[config.mk]
export PLATFORM = sky130hd
export DESIGN_NAME = cgc_clock_gen_ctrl
export DESIGN_NICKNAME = d
export VERILOG_FILES = /design/src/rtl/cgc_pkg.sv /design/src/rtl/cgc_clock_gen_ctrl.sv
export SDC_FILE = /design/constraint.sdc
export NUM_CORES = 1
export LEC_CHECK = 0
export ABC_AREA = 0
export BUFFER_PORTS_ARGS = -buffer_cell sky130_fd_sc_hd__buf_2
export CORE_MARGIN = 10
export CORE_UTILIZATION = 34
export CTS_BUF_LIST = sky130_fd_sc_hd__clkbuf_16
export CTS_CLUSTER_DIAMETER = 120
export DETAILED_ROUTE_END_ITERATION = 8
export HOLD_SLACK_MARGIN = 0.06
export PLACE_DENSITY_LB_ADDON = 0.05
export SYNTH_ARGS = -nofsm -noshare
export SYNTH_HDL_FRONTEND = slang
export SYNTH_SLANG_ARGS = --single-unit
export TNS_END_PERCENT = 50
[constraint.sdc]
create_clock -name clk -period 14.06 [get_ports clk]
set_clock_uncertainty 0.2 [all_clocks]
set_input_delay 1.406 -clock clk [delete_from_list [all_inputs] [get_ports clk]]
set_output_delay 1.406 -clock clk [all_outputs]
set_load 0.05 [all_outputs]
[src/rtl/cgc_pkg.sv]
// Summary of operation
// - Four stored PLL2 divider profiles; index from the switching inputs picks one.
// - Index changes on switch inputs retarget PLL2 smoothly, never jumping the clock.
// - Profile changes always ramp the divider in bounded steps, no overshoot.
// - Single-ended source from bits 0100, 1000, 1110, 1101 as 32k, PLL3, PLL2, REF.
// - Differential one from 00, 10, 01 as PLL1, PLL2, REF.
// - Differential two from 00, 10, 01 as PLL1, PLL2, REF.
// - Differential outputs never carry 32k; single-ended never carries PLL1.
// - Switching disabled forces index 0; pin-one function 11 gives index {0,pin}.
// - Otherwise serial pins give the index, or the byte-30 field in register mode.
// - Byte 63 bits 3:2 choose the profile targeted by setting writes.
// - Writes to bytes 16 to 19 land in the selected profile slot.
// - Control pin serves power-down, output enable, sleep watch or reset output.
// - Sleep watch moves single-ended output to 32k while the end oscillator stops.
// - Pin function resets to output enable; code 10 selects sleep watch.
// - The single-ended output has a slow or fast slew setting.
// - Timer lasts 0.5, 1, 2 or 4 seconds by a two-bit field.
// - Expiry sets the timeout flag; writing timer enable 0 clears it.
// - Expiry with reset output enabled drives a 250 ms low pulse on the pin.
// - Expiry with switching on forces profile 0, then disables switching after reset.
// - Suspend turns all outputs off except the 32.768 kHz clock.
// - Output-enable function gates only the single-ended output.
package cgc_pkg;
   // ******************************
   // Register byte offsets
   // ******************************
   localparam logic [5:0] OFS_DIFF_REF  = 6'h00;
   localparam logic [5:0] OFS_PROF_B0   = 6'h10;
   localparam logic [5:0] OFS_PROF_B3   = 6'h13;
   localparam logic [5:0] OFS_SE_C     = 6'h1D;
   localparam logic [5:0] OFS_PIN_FUN   = 6'h1E;
   localparam logic [5:0] OFS_SE_B     = 6'h1F;
   localparam logic [5:0] OFS_SW_CTL    = 6'h20;
   localparam logic [5:0] OFS_DIFFERENTIAL_OUTPUT_ONE     = 6'h22;
   localparam logic [5:0] OFS_DIFFERENTIAL_OUTPUT_TWO     = 6'h23;
   localparam logic [5:0] OFS_SE_A     = 6'h24;
   localparam logic [5:0] OFS_TIMER     = 6'h28;
   localparam logic [5:0] OFS_PROF_SEL  = 6'h3F;
   // ******************************
   // Field positions
   // ******************************
   localparam int BIT_DIFF_REF   = 3;
   localparam int BIT_SE_C       = 3;
   localparam int BIT_SE_B       = 1;
   localparam int BIT_SE_A_HI    = 4;
   localparam int BIT_SE_A_LO    = 3;
   localparam int BIT_DIFF_PLL2  = 7;
   localparam int BIT_SW_EN      = 4;
   localparam int BIT_SCL_MODE   = 3;
   localparam int FUN_HI         = 6;
   localparam int FUN_LO         = 5;
   localparam int BIT_TMR_EN     = 0;
   localparam int BIT_TMR_SEL_LO = 1;
   localparam int BIT_TMR_SEL_HI = 2;
   localparam int BIT_RST_EN     = 3;
   localparam int BIT_TMR_FLAG   = 4;
   localparam int BIT_SLEW_FAST  = 5;
   localparam int PSEL_HI        = 3;
   localparam int PSEL_LO        = 2;
   // ******************************
   // Reset values and codes
   // ******************************
   localparam logic [7:0] RST_BYTE      = 8'h00;
   localparam logic [1:0] FUN_OE        = 2'h0;
   localparam logic [1:0] FUN_PD        = 2'h1;
   localparam logic [1:0] FUN_SLEEP     = 2'h2;
   localparam logic [1:0] FUN_SWITCH    = 2'h3;
   localparam logic [3:0] SE_CODE_32K   = 4'h4;
   localparam logic [3:0] SE_CODE_PLL3  = 4'h8;
   localparam logic [3:0] SE_CODE_PLL2  = 4'hE;
   localparam logic [3:0] SE_CODE_REF   = 4'hD;
   localparam logic [1:0] DF_CODE_PLL1  = 2'h0;
   localparam logic [1:0] DF_CODE_PLL2  = 2'h2;
   localparam logic [1:0] DF_CODE_REF   = 2'h1;
   typedef enum logic [2:0] {SRC_STOP, SRC_REF, SRC_32K, SRC_PLL1, SRC_PLL2, SRC_PLL3} cgc_src_t;
   // ******************************
   // Timing
   // ******************************
   localparam int unsigned CLK_HZ         = 40000000;
   localparam int unsigned TIMER_BASE_MS  = 500;
   localparam int unsigned RST_PULSE_MS   = 250;
   localparam int unsigned TIMER_BASE_CYC = CLK_HZ / 1000 * TIMER_BASE_MS;
   localparam int unsigned RST_PULSE_CYC  = CLK_HZ / 1000 * RST_PULSE_MS;
   localparam int unsigned WATCH_US       = 50;
   localparam int unsigned WATCH_CYC      = CLK_HZ / 1000000 * WATCH_US;
   localparam int unsigned STEP_NS        = 1600;
   localparam int unsigned STEP_CYC       = (STEP_NS * (CLK_HZ / 1000000) + 999) / 1000;
   localparam logic [31:0] DIV_STEP       = 32'h0000_1000;
endpackage : cgc_pkg

[src/rtl/cgc_clock_gen_ctrl.sv]
`timescale 1ns/10ps
`default_nettype none
module cgc_clock_gen_ctrl #(
   parameter int unsigned TIMER_BASE_CYCLES = cgc_pkg::TIMER_BASE_CYC,
   parameter int unsigned RST_PULSE_CYCLES  = cgc_pkg::RST_PULSE_CYC
) (
   input  wire logic             clk,
   input  wire logic             rst_n,
   input  wire logic [5:0]       reg_addr,
   input  wire logic [7:0]       reg_wdata,
   input  wire logic             reg_we,
   input  wire logic             reg_re,
   output var  logic [7:0]       reg_rdata,
   input  wire logic             control_pin_one_in,
   output var  logic             control_pin_one_out,
   output var  logic             control_pin_one_oe_n,
   input  wire logic             serial_clock_index_high,
   input  wire logic             serial_data_index_low,
   input  wire logic             suspend_mode,
   output var  cgc_pkg::cgc_src_t single_ended_src,
   output var  cgc_pkg::cgc_src_t diff_one_src,
   output var  cgc_pkg::cgc_src_t diff_two_src,
   output var  logic             single_ended_slew_fast,
   output var  logic             low_power_osc_only,
   output var  logic [1:0]       profile_index,
   output var  logic [31:0]      pll2_divider,
   output var  logic             overshoot_limiter_busy,
   output var  logic             timeout_flag
);
   import cgc_pkg::*;

   // ******************************
   // Register storage
   // ******************************
   logic [7:0]  diff_ref_reg;
   logic [7:0]  se_c_reg;
   logic [7:0]  pin_fun_reg;
   logic [7:0]  se_b_reg;
   logic [7:0]  sw_ctl_reg;
   logic [7:0]  differential_output_one_reg;
   logic [7:0]  differential_output_two_reg;
   logic [7:0]  se_a_reg;
   logic [7:0]  timer_reg;
   logic [7:0]  prof_sel_reg;
   logic [31:0] profile_mem [4];

   function automatic logic wr_hit(input logic [5:0] ofs);
      wr_hit = reg_we && (reg_addr == ofs);
   endfunction : wr_hit

   // Differential decode shared by both outputs
   function automatic cgc_src_t diff_decode(input logic [1:0] code);
      case (code)
         DF_CODE_PLL1: diff_decode = SRC_PLL1;
         DF_CODE_PLL2: diff_decode = SRC_PLL2;
         DF_CODE_REF:  diff_decode = SRC_REF;
         default:      diff_decode = SRC_STOP;
      endcase
   endfunction : diff_decode

   wire logic [1:0] prof_sel   = prof_sel_reg[PSEL_HI:PSEL_LO];
   wire logic [1:0] pin_fun    = pin_fun_reg[FUN_HI:FUN_LO];
   wire logic       sw_enable  = sw_ctl_reg[BIT_SW_EN];
   wire logic       scl_mode   = sw_ctl_reg[BIT_SCL_MODE];
   wire logic       tmr_en     = timer_reg[BIT_TMR_EN];
   wire logic [1:0] tmr_sel    = timer_reg[BIT_TMR_SEL_HI:BIT_TMR_SEL_LO];
   wire logic       rst_out_en = timer_reg[BIT_RST_EN];
   wire logic       prof_wr    = reg_we && (reg_addr >= OFS_PROF_B0) && (reg_addr <= OFS_PROF_B3);
   wire logic [1:0] prof_lane  = reg_addr[1:0];

   // ******************************
   // Timer and reset pulse
   // ******************************
   logic [27:0] tmr_cnt;
   logic [27:0] pulse_cnt;
   logic        pulse_active;
   logic        force_zero;
   logic        disable_pending;
   wire  logic [27:0] tmr_limit = 28'(TIMER_BASE_CYCLES) << tmr_sel;
   wire  logic        tmr_expire = tmr_en && !timeout_flag && (tmr_cnt == tmr_limit - 28'h1);
   wire  logic        flag_clear = reg_we && (reg_addr == OFS_TIMER) && !reg_wdata[BIT_TMR_EN];
   wire  logic        pulse_done = pulse_active && (pulse_cnt == 28'(RST_PULSE_CYCLES) - 28'h1);
   wire  logic        hw_sw_off  = disable_pending && (!pulse_active || pulse_done);
   wire  logic [27:0] next_tmr_cnt = (!tmr_en || timeout_flag) ? 28'h0 : tmr_cnt + 28'h1;

   always_ff @(posedge clk) begin
      if (!rst_n) begin
         tmr_cnt <= 28'h0;
      end else begin
         tmr_cnt <= next_tmr_cnt;
      end
   end

   // sticky timeout flag
   // Expiry beats a clear in the same cycle, so no timeout is lost
   always_ff @(posedge clk) begin
      if (!rst_n) begin
         timeout_flag <= 1'b0;
      end else if (tmr_expire) begin
         timeout_flag <= 1'b1;
      end else if (flag_clear) begin
         timeout_flag <= 1'b0;
      end
   end

   always_ff @(posedge clk) begin
      if (!rst_n) begin
         pulse_active <= 1'b0;
         pulse_cnt    <= 28'h0;
      end else if (tmr_expire && rst_out_en) begin
         pulse_active <= 1'b1;
         pulse_cnt    <= 28'h0;
      end else if (pulse_done) begin
         pulse_active <= 1'b0;
      end else if (pulse_active) begin
         pulse_cnt <= pulse_cnt + 28'h1;
      end
   end

   always_ff @(posedge clk) begin
      if (!rst_n) begin
         force_zero      <= 1'b0;
         disable_pending <= 1'b0;
      end else if (tmr_expire && sw_enable) begin
         force_zero      <= 1'b1;
         disable_pending <= 1'b1;
      end else if (hw_sw_off) begin
         force_zero      <= 1'b0;
         disable_pending <= 1'b0;
      end
   end

   // reset output drive on the pin
   always_ff @(posedge clk) begin
      if (!rst_n) begin
         control_pin_one_out  <= 1'b1;
         control_pin_one_oe_n <= 1'b1;
      end else begin
         control_pin_one_out  <= !pulse_active;
         control_pin_one_oe_n <= !rst_out_en;
      end
   end

   // ******************************
   // Register writes
   // ******************************
   // pin function defaults to output enable
   always_ff @(posedge clk) begin
      if (!rst_n) begin
         diff_ref_reg <= RST_BYTE;
         se_c_reg     <= RST_BYTE;
         pin_fun_reg  <= {RST_BYTE[7], FUN_OE, RST_BYTE[4:0]};
         se_b_reg     <= RST_BYTE;
         differential_output_one_reg    <= RST_BYTE;
         differential_output_two_reg    <= RST_BYTE;
         se_a_reg     <= RST_BYTE;
         prof_sel_reg <= RST_BYTE;
      end else begin
         if (wr_hit(OFS_DIFF_REF)) diff_ref_reg <= reg_wdata;
         if (wr_hit(OFS_SE_C))     se_c_reg     <= reg_wdata;
         if (wr_hit(OFS_PIN_FUN))  pin_fun_reg  <= reg_wdata;
         if (wr_hit(OFS_SE_B))     se_b_reg     <= reg_wdata;
         if (wr_hit(OFS_DIFFERENTIAL_OUTPUT_ONE))    differential_output_one_reg    <= reg_wdata;
         if (wr_hit(OFS_DIFFERENTIAL_OUTPUT_TWO))    differential_output_two_reg    <= reg_wdata;
         if (wr_hit(OFS_SE_A))     se_a_reg     <= reg_wdata;
         if (wr_hit(OFS_PROF_SEL)) prof_sel_reg <= reg_wdata;
      end
   end

   // switching turns off after the reset pulse
   // A software write in the same cycle wins, so software keeps the last word
   always_ff @(posedge clk) begin
      if (!rst_n) begin
         sw_ctl_reg <= RST_BYTE;
      end else if (wr_hit(OFS_SW_CTL)) begin
         sw_ctl_reg <= reg_wdata;
      end else if (hw_sw_off) begin
         sw_ctl_reg[BIT_SW_EN] <= 1'b0;
      end
   end

   always_ff @(posedge clk) begin
      if (!rst_n) begin
         timer_reg <= RST_BYTE;
      end else if (wr_hit(OFS_TIMER)) begin
         timer_reg <= {reg_wdata[7:5], 1'b0, reg_wdata[3:0]};
      end
   end

   genvar g;
   generate
      for (g = 0; g < 4; g++) begin : g_slot
         always_ff @(posedge clk) begin
            if (!rst_n) begin
               profile_mem[g] <= 32'h0;
            end else if (prof_wr && (prof_sel == 2'(g))) begin
               profile_mem[g][8*prof_lane +: 8] <= reg_wdata;
            end
         end
      end
   endgenerate

   // ******************************
   // Register reads
   // ******************************
   wire logic [31:0] sel_slot = profile_mem[prof_sel];
   logic [7:0] next_rdata;
   always_comb begin
      next_rdata = 8'h00;
      if (prof_wr || (reg_re && reg_addr >= OFS_PROF_B0 && reg_addr <= OFS_PROF_B3)) begin
         next_rdata = sel_slot[8*prof_lane +: 8];
      end
      case (reg_addr)
         OFS_DIFF_REF: next_rdata = diff_ref_reg;
         OFS_SE_C:     next_rdata = se_c_reg;
         OFS_PIN_FUN:  next_rdata = pin_fun_reg;
         OFS_SE_B:     next_rdata = se_b_reg;
         OFS_SW_CTL:   next_rdata = sw_ctl_reg;
         OFS_DIFFERENTIAL_OUTPUT_ONE:    next_rdata = differential_output_one_reg;
         OFS_DIFFERENTIAL_OUTPUT_TWO:    next_rdata = differential_output_two_reg;
         OFS_SE_A:     next_rdata = se_a_reg;
         OFS_TIMER:    next_rdata = {timer_reg[7:5], timeout_flag, timer_reg[3:0]};
         OFS_PROF_SEL: next_rdata = prof_sel_reg;
         default:      next_rdata = next_rdata;
      endcase
      if (!reg_re) begin
         next_rdata = 8'h00;
      end
   end

   always_ff @(posedge clk) begin
      if (!rst_n) begin
         reg_rdata <= 8'h00;
      end else begin
         reg_rdata <= next_rdata;
      end
   end

   // ******************************
   // Profile index selection
   // ******************************
   logic [1:0] next_index;
   always_comb begin
      next_index = 2'h0;
      if (!sw_enable || force_zero) begin
         next_index = 2'h0;
      end else if (pin_fun == FUN_SWITCH) begin
         next_index = {1'b0, control_pin_one_in};
      end else if (!scl_mode) begin
         next_index = {serial_clock_index_high, serial_data_index_low};
      end else begin
         next_index = pin_fun_reg[1:0];
      end
   end

   always_ff @(posedge clk) begin
      if (!rst_n) begin
         profile_index <= 2'h0;
      end else begin
         profile_index <= next_index;
      end
   end

   // ******************************
   // Overshoot limiter ramp
   // ******************************
   // Each step is a small divider move, so the PLL stays locked and the clock is clean
   logic [7:0]  step_cnt;
   wire  logic [31:0] target_div = profile_mem[profile_index];
   wire  logic        step_tick  = (step_cnt == 8'(STEP_CYC - 1));
   wire  logic        go_up      = pll2_divider < target_div;
   wire  logic [31:0] gap        = go_up ? target_div - pll2_divider : pll2_divider - target_div;
   wire  logic [31:0] next_div   = (gap <= DIV_STEP) ? target_div :
                                   go_up ? pll2_divider + DIV_STEP : pll2_divider - DIV_STEP;

   always_ff @(posedge clk) begin
      if (!rst_n) begin
         step_cnt <= 8'h0;
      end else begin
         step_cnt <= step_tick ? 8'h0 : step_cnt + 8'h1;
      end
   end

   always_ff @(posedge clk) begin
      if (!rst_n) begin
         pll2_divider           <= 32'h0;
         overshoot_limiter_busy <= 1'b0;
      end else begin
         if (step_tick) pll2_divider <= next_div;
         overshoot_limiter_busy <= pll2_divider != target_div;
      end
   end

   // ******************************
   // Sleep watch
   // ******************************
   logic        pin_prev;
   logic [15:0] watch_cnt;
   logic        end_asleep;
   wire  logic  pin_edge = control_pin_one_in ^ pin_prev;

   always_ff @(posedge clk) begin
      if (!rst_n) begin
         pin_prev   <= 1'b0;
         watch_cnt  <= 16'h0;
         end_asleep <= 1'b0;
      end else begin
         pin_prev <= control_pin_one_in;
         if (pin_edge || pin_fun != FUN_SLEEP) begin
            watch_cnt  <= 16'h0;
            end_asleep <= 1'b0;
         end else if (watch_cnt == 16'(WATCH_CYC - 1)) begin
            end_asleep <= 1'b1;
         end else begin
            watch_cnt <= watch_cnt + 16'h1;
         end
      end
   end

   // ******************************
   // Output source routing
   // ******************************
   wire logic [3:0] se_code = {se_a_reg[BIT_SE_A_HI], se_a_reg[BIT_SE_A_LO],
                               se_b_reg[BIT_SE_B], se_c_reg[BIT_SE_C]};
   wire logic       pd_active = (pin_fun == FUN_PD) && !control_pin_one_in;
   wire logic       se_gated  = (pin_fun == FUN_OE) && !control_pin_one_in;
   cgc_src_t se_dec;
   cgc_src_t next_se;
   cgc_src_t next_d1;
   cgc_src_t next_d2;

   always_comb begin
      case (se_code)
         SE_CODE_32K:  se_dec = SRC_32K;
         SE_CODE_PLL3: se_dec = SRC_PLL3;
         SE_CODE_PLL2: se_dec = SRC_PLL2;
         SE_CODE_REF:  se_dec = SRC_REF;
         default:      se_dec = SRC_STOP;
      endcase
   end

   // suspend keeps only the 32k clock
   always_comb begin
      next_se = se_dec;
      if (end_asleep && se_dec != SRC_STOP) next_se = SRC_32K;
      if (se_gated) next_se = SRC_STOP;
      if ((pd_active || suspend_mode) && next_se != SRC_32K) next_se = SRC_STOP;
      next_d1 = diff_decode({differential_output_one_reg[BIT_DIFF_PLL2], diff_ref_reg[BIT_DIFF_REF]});
      next_d2 = diff_decode({differential_output_two_reg[BIT_DIFF_PLL2], diff_ref_reg[BIT_DIFF_REF]});
      if (pd_active || suspend_mode) begin
         next_d1 = SRC_STOP;
         next_d2 = SRC_STOP;
      end
   end

   always_ff @(posedge clk) begin
      if (!rst_n) begin
         single_ended_src       <= SRC_STOP;
         diff_one_src           <= SRC_STOP;
         diff_two_src           <= SRC_STOP;
         single_ended_slew_fast <= 1'b0;
         low_power_osc_only     <= 1'b0;
      end else begin
         single_ended_src       <= next_se;
         diff_one_src           <= next_d1;
         diff_two_src           <= next_d2;
         single_ended_slew_fast <= timer_reg[BIT_SLEW_FAST];
         low_power_osc_only     <= suspend_mode;
      end
   end
endmodule : cgc_clock_gen_ctrl
`default_nettype wire

==> results_dict.tcl <==
set metrics [dict create \
    nets 2332 \
    syn_inst 2195 \
    drcViolationCount 0 \
    leakage_nw 8.18 \
    cp_num_buf_inv 4 \
    path_clk_slew_ns 0.07 \
    antenna_found_initial 1 \
    via_count 16900 \
    yosys.area_share.simple_pct 19.8 \
    cts_setup_buffers 0 \
    die_w_um 265 \
    yosysWarnings 0 \
    antenna_cells 0 \
    ir_worst_vdd_uv 80.0 \
    critPathKind "reg2reg" \
    worstMarginPinSlew_ns 1.21 \
    max_freq_ghz 0.129 \
    wl_per_cell_um 23.3 \
    die_area_um2 70400 \
    slowest_stage "dfxtp_2" \
    first_iter_violations 1473 \
    ant_nets 0 \
    synth_edf_count 128 \
    cts-buffers-inserted 45 \
    cts_resized 0 \
    drv_slew 0 \
    hold_viol 0 \
    rsz0062_at_grt "no" \
    p_int_mw 1.77 \
    async_flop_share_pct 0 \
    layout_setup_ws_ns 6.30 \
    postCtsHoldBufs 0 \
    cp_slowest_stage_delay_ns 0.94 \
    ios 79 \
    switching_power_mw 0.616 \
    grt_pass1_vias 16400 \
    cp-end-kind "flip-flop" \
    crit_path_frequent_cell "a21oi_1" \
    cp_top_family "compound AO/OA/AOI/OAI gates" \
    power_density_nw_per_um2 104 \
    swShare_pct 25.8 \
    crit_path_start_kind "flip-flop" \
    critical_path_required_ns 14.39 \
    place_congestion 0.873 \
    core_um2 59400 \
    pwr-share-seq_pct 45.4 \
    layout_commonest_cell "nor2_1" \
    clk_latency_ns 0.60 \
    synth_area_um2 20500 \
    start_util_pct 34.5 \
    cts.path.max_buffers 3 \
    status "finished, final reports clean" \
    cts.sinks 350 \
    synthFlopType "dfxtp_1" \
    synth_top_family_by_area "simple AND/OR/NAND/NOR gates" \
    grt_pass1_wl_mm 106 \
    setup_viol 0 \
    first_pass_iters 5 \
    grt_start_max_net_pins 79 \
    largest_register_ffs 128 \
    yosys.area.top_type "dfxtp_1" \
    regMostFlops "profile_mem" \
    synth-compound-area-share_pct 15.1 \
    synth_top_cell_area_share_pct 21.7 \
    path_cells "mux2_2, o21ai_0, inv_1, ha_1, a21oi_1, o21bai_1, and3_1, nor2_4, inv_2, buf_4, ha_1, inv_1, o21bai_1, a2111oi_0, o31ai_1, nor4_1, o31ai_1, or4_1, a41o_1, a21oi_1, xnor2_1, a21oi_1, a21oi_1" \
    synth.area.top_cells "dfxtp_1 (22%), edfxtp_1 (19%), mux4_2 (7.6%)" \
    tns_ns 0 \
    synthAdderAreaFrac_pct 6.29 \
    dieHeight_um 265 \
    n_fill_cell 5957 \
    finalCritPeriodShare_pct 55.2 \
    final_util_pct 38.4 \
    final_cell_mix "nor2_1 (260), nand2_1 (249), dfxtp_1 (219), a21oi_1 (160), nand3_1 (147)" \
    grt-ovfl-total 0 \
    port_buffers 78 \
    htreeDepth 2 \
    p_comb_share_pct 7.7 \
    dp.final_hpwl_mm 52.7 \
    yosys.cell_types.count 91 \
    yosysSeqAreaShare_pct 40.5 \
    syn_to_final_growth_pct 11.5 \
    cts_root_buffer "clkbuf_16" \
    layout-drive-gt1-share_pct 12.5 \
    num_rows 89 \
    place_inst 2935 \
    avgSynthCellArea_um2 9.32 \
    worstPathMaxFanout 36 \
    maxCapViolCount 0 \
    hp-class "reg2reg" \
    place_ws_ns 6.34 \
    via_per_inst 5.59 \
    ys_ff_latch 350 \
    layoutNonFillerInstCount 3018 \
    clockPowerShare_pct 46.9 \
    period_minus_slack_ns 7.76 \
    grtUsageTotal_pct 19.5 \
    synth_fp_nets 2318 \
    synth-xor-area-share_pct 4.75 \
    largestRegisters "profile_mem x128, pll2_divider x32" \
    maxSlewHeadroom_pct 19.3 \
    cp_data_arrival_time_ns 8.08 \
    wl_mm 70.3 \
    muxShareOfSynthArea_pct 8.96 \
    cts_tree "done" \
]
[synth_stat cells (11+ instances only)]
| cell type | count |
|---|---|
| o211ai_1 | 23 |
| nor3b_1 | 11 |
| o221ai_1 | 12 |
| nor3_1 | 33 |
| buf_2 | 13 |
| nor2_1 | 260 |
| mux4_2 | 69 |
| o21ai_0 | 57 |
| nand2_1 | 249 |
| ha_1 | 98 |
| a221oi_1 | 11 |
| a222oi_1 | 16 |
| nor2b_1 | 13 |
| or3_1 | 23 |
| dfxtp_1 | 222 |
| xnor2_1 | 54 |
| edfxtp_1 | 128 |
| clkbuf_1 | 85 |
| inv_1 | 87 |
| o21a_1 | 15 |
| mux2i_1 | 22 |
| nor4_1 | 13 |
| a21o_1 | 36 |
| a211oi_1 | 12 |
| nand4_1 | 32 |
| nand3_1 | 147 |
| and2_1 | 15 |
| xor2_1 | 57 |
| buf_1 | 11 |
| and3_1 | 23 |
| buf_4 | 12 |
| a21oi_1 | 160 |
[power by group through the flow]
stage | clock network (mW) | logic (mW) | registers, mW
2_1_floorplan | 0 | 0.121 | 1.10
3_3_place_gp | 0 | 0.184 | 1.10
3_5_place_dp | 0 | 0.183 | 1.10
4_1_cts | 1.15 | 0.184 | 1.08
5_1_grt | 1.19 | 0.199 | 1.08
6_report | 1.12 | 0.184 | 1.08
[layout make-up]
cell class                 count  area (um^2)  share of cell area [%]
clock inverter                38          295                    1.29
inverter                      90          339                    1.49
multi-input combinational   1627        11300                    49.4
timing repair buffer          95          518                    2.27
clock buffer                  45         1130                    4.94
sequential                   350         8290                    36.4
tap                          773          967                    4.24
[metal layers]
metal,up-vias,GRT usage (%),share of wire [%]
met1,8326,26.8,46
met3,89,3.04,5.1
met5,-,0,0.016
li1,8035,-,-
met4,2,5.20,2.2
met2,433,31.6,46
[kinds of logic (layout without fill, tap and decap cells)]
kind of cell / count (synthesis) / in the layout
AOI/OAI and AO/OA: 450 / 450
adders and majority gates: 101 / 101
muxes: 96 / 96
and+or+nand+nor: 869 / 869
DFF: 350 / 350
buffers and inverters: 218 / 268
xor gates and xnor gates: 111 / 111
[final timing paths]
kind	start	end	slack [ns]	cells past startpoint
max reg2reg	profile_index[1]	pll2_divider[31]	6.30	23
max	profile_index[1]	pll2_divider[31]	6.30	23
min	differential_output_two_reg[6]	differential_output_two_reg[6]	0.25	2
min reg2reg	differential_output_two_reg[6]	differential_output_two_reg[6]	0.25	2
[stage by stage]
step | power (mW) | instance area, um^2 | hold WS, ns
floorplan | 1.22 | 20500 | 0.157
global placement | 1.29 | 21400 | 0.240
detailed placement | 1.29 | 21400 | 0.246
CTS | 2.41 | 22800 | 0.254
global route | 2.47 | 22800 | 0.267
finish | 2.38 | 22800 | 0.254
[tightest hold or removal path, delay by kind of cell, from the launching register on]
family / cells / cell delay, ns
AO/OA/AOI/OAI: 1 / 0.05
AND/OR/NAND/NOR: 1 / 0.05
flip-flops: 1 / 0.31
Note: power is estimated with default switching activity, not from simulation.
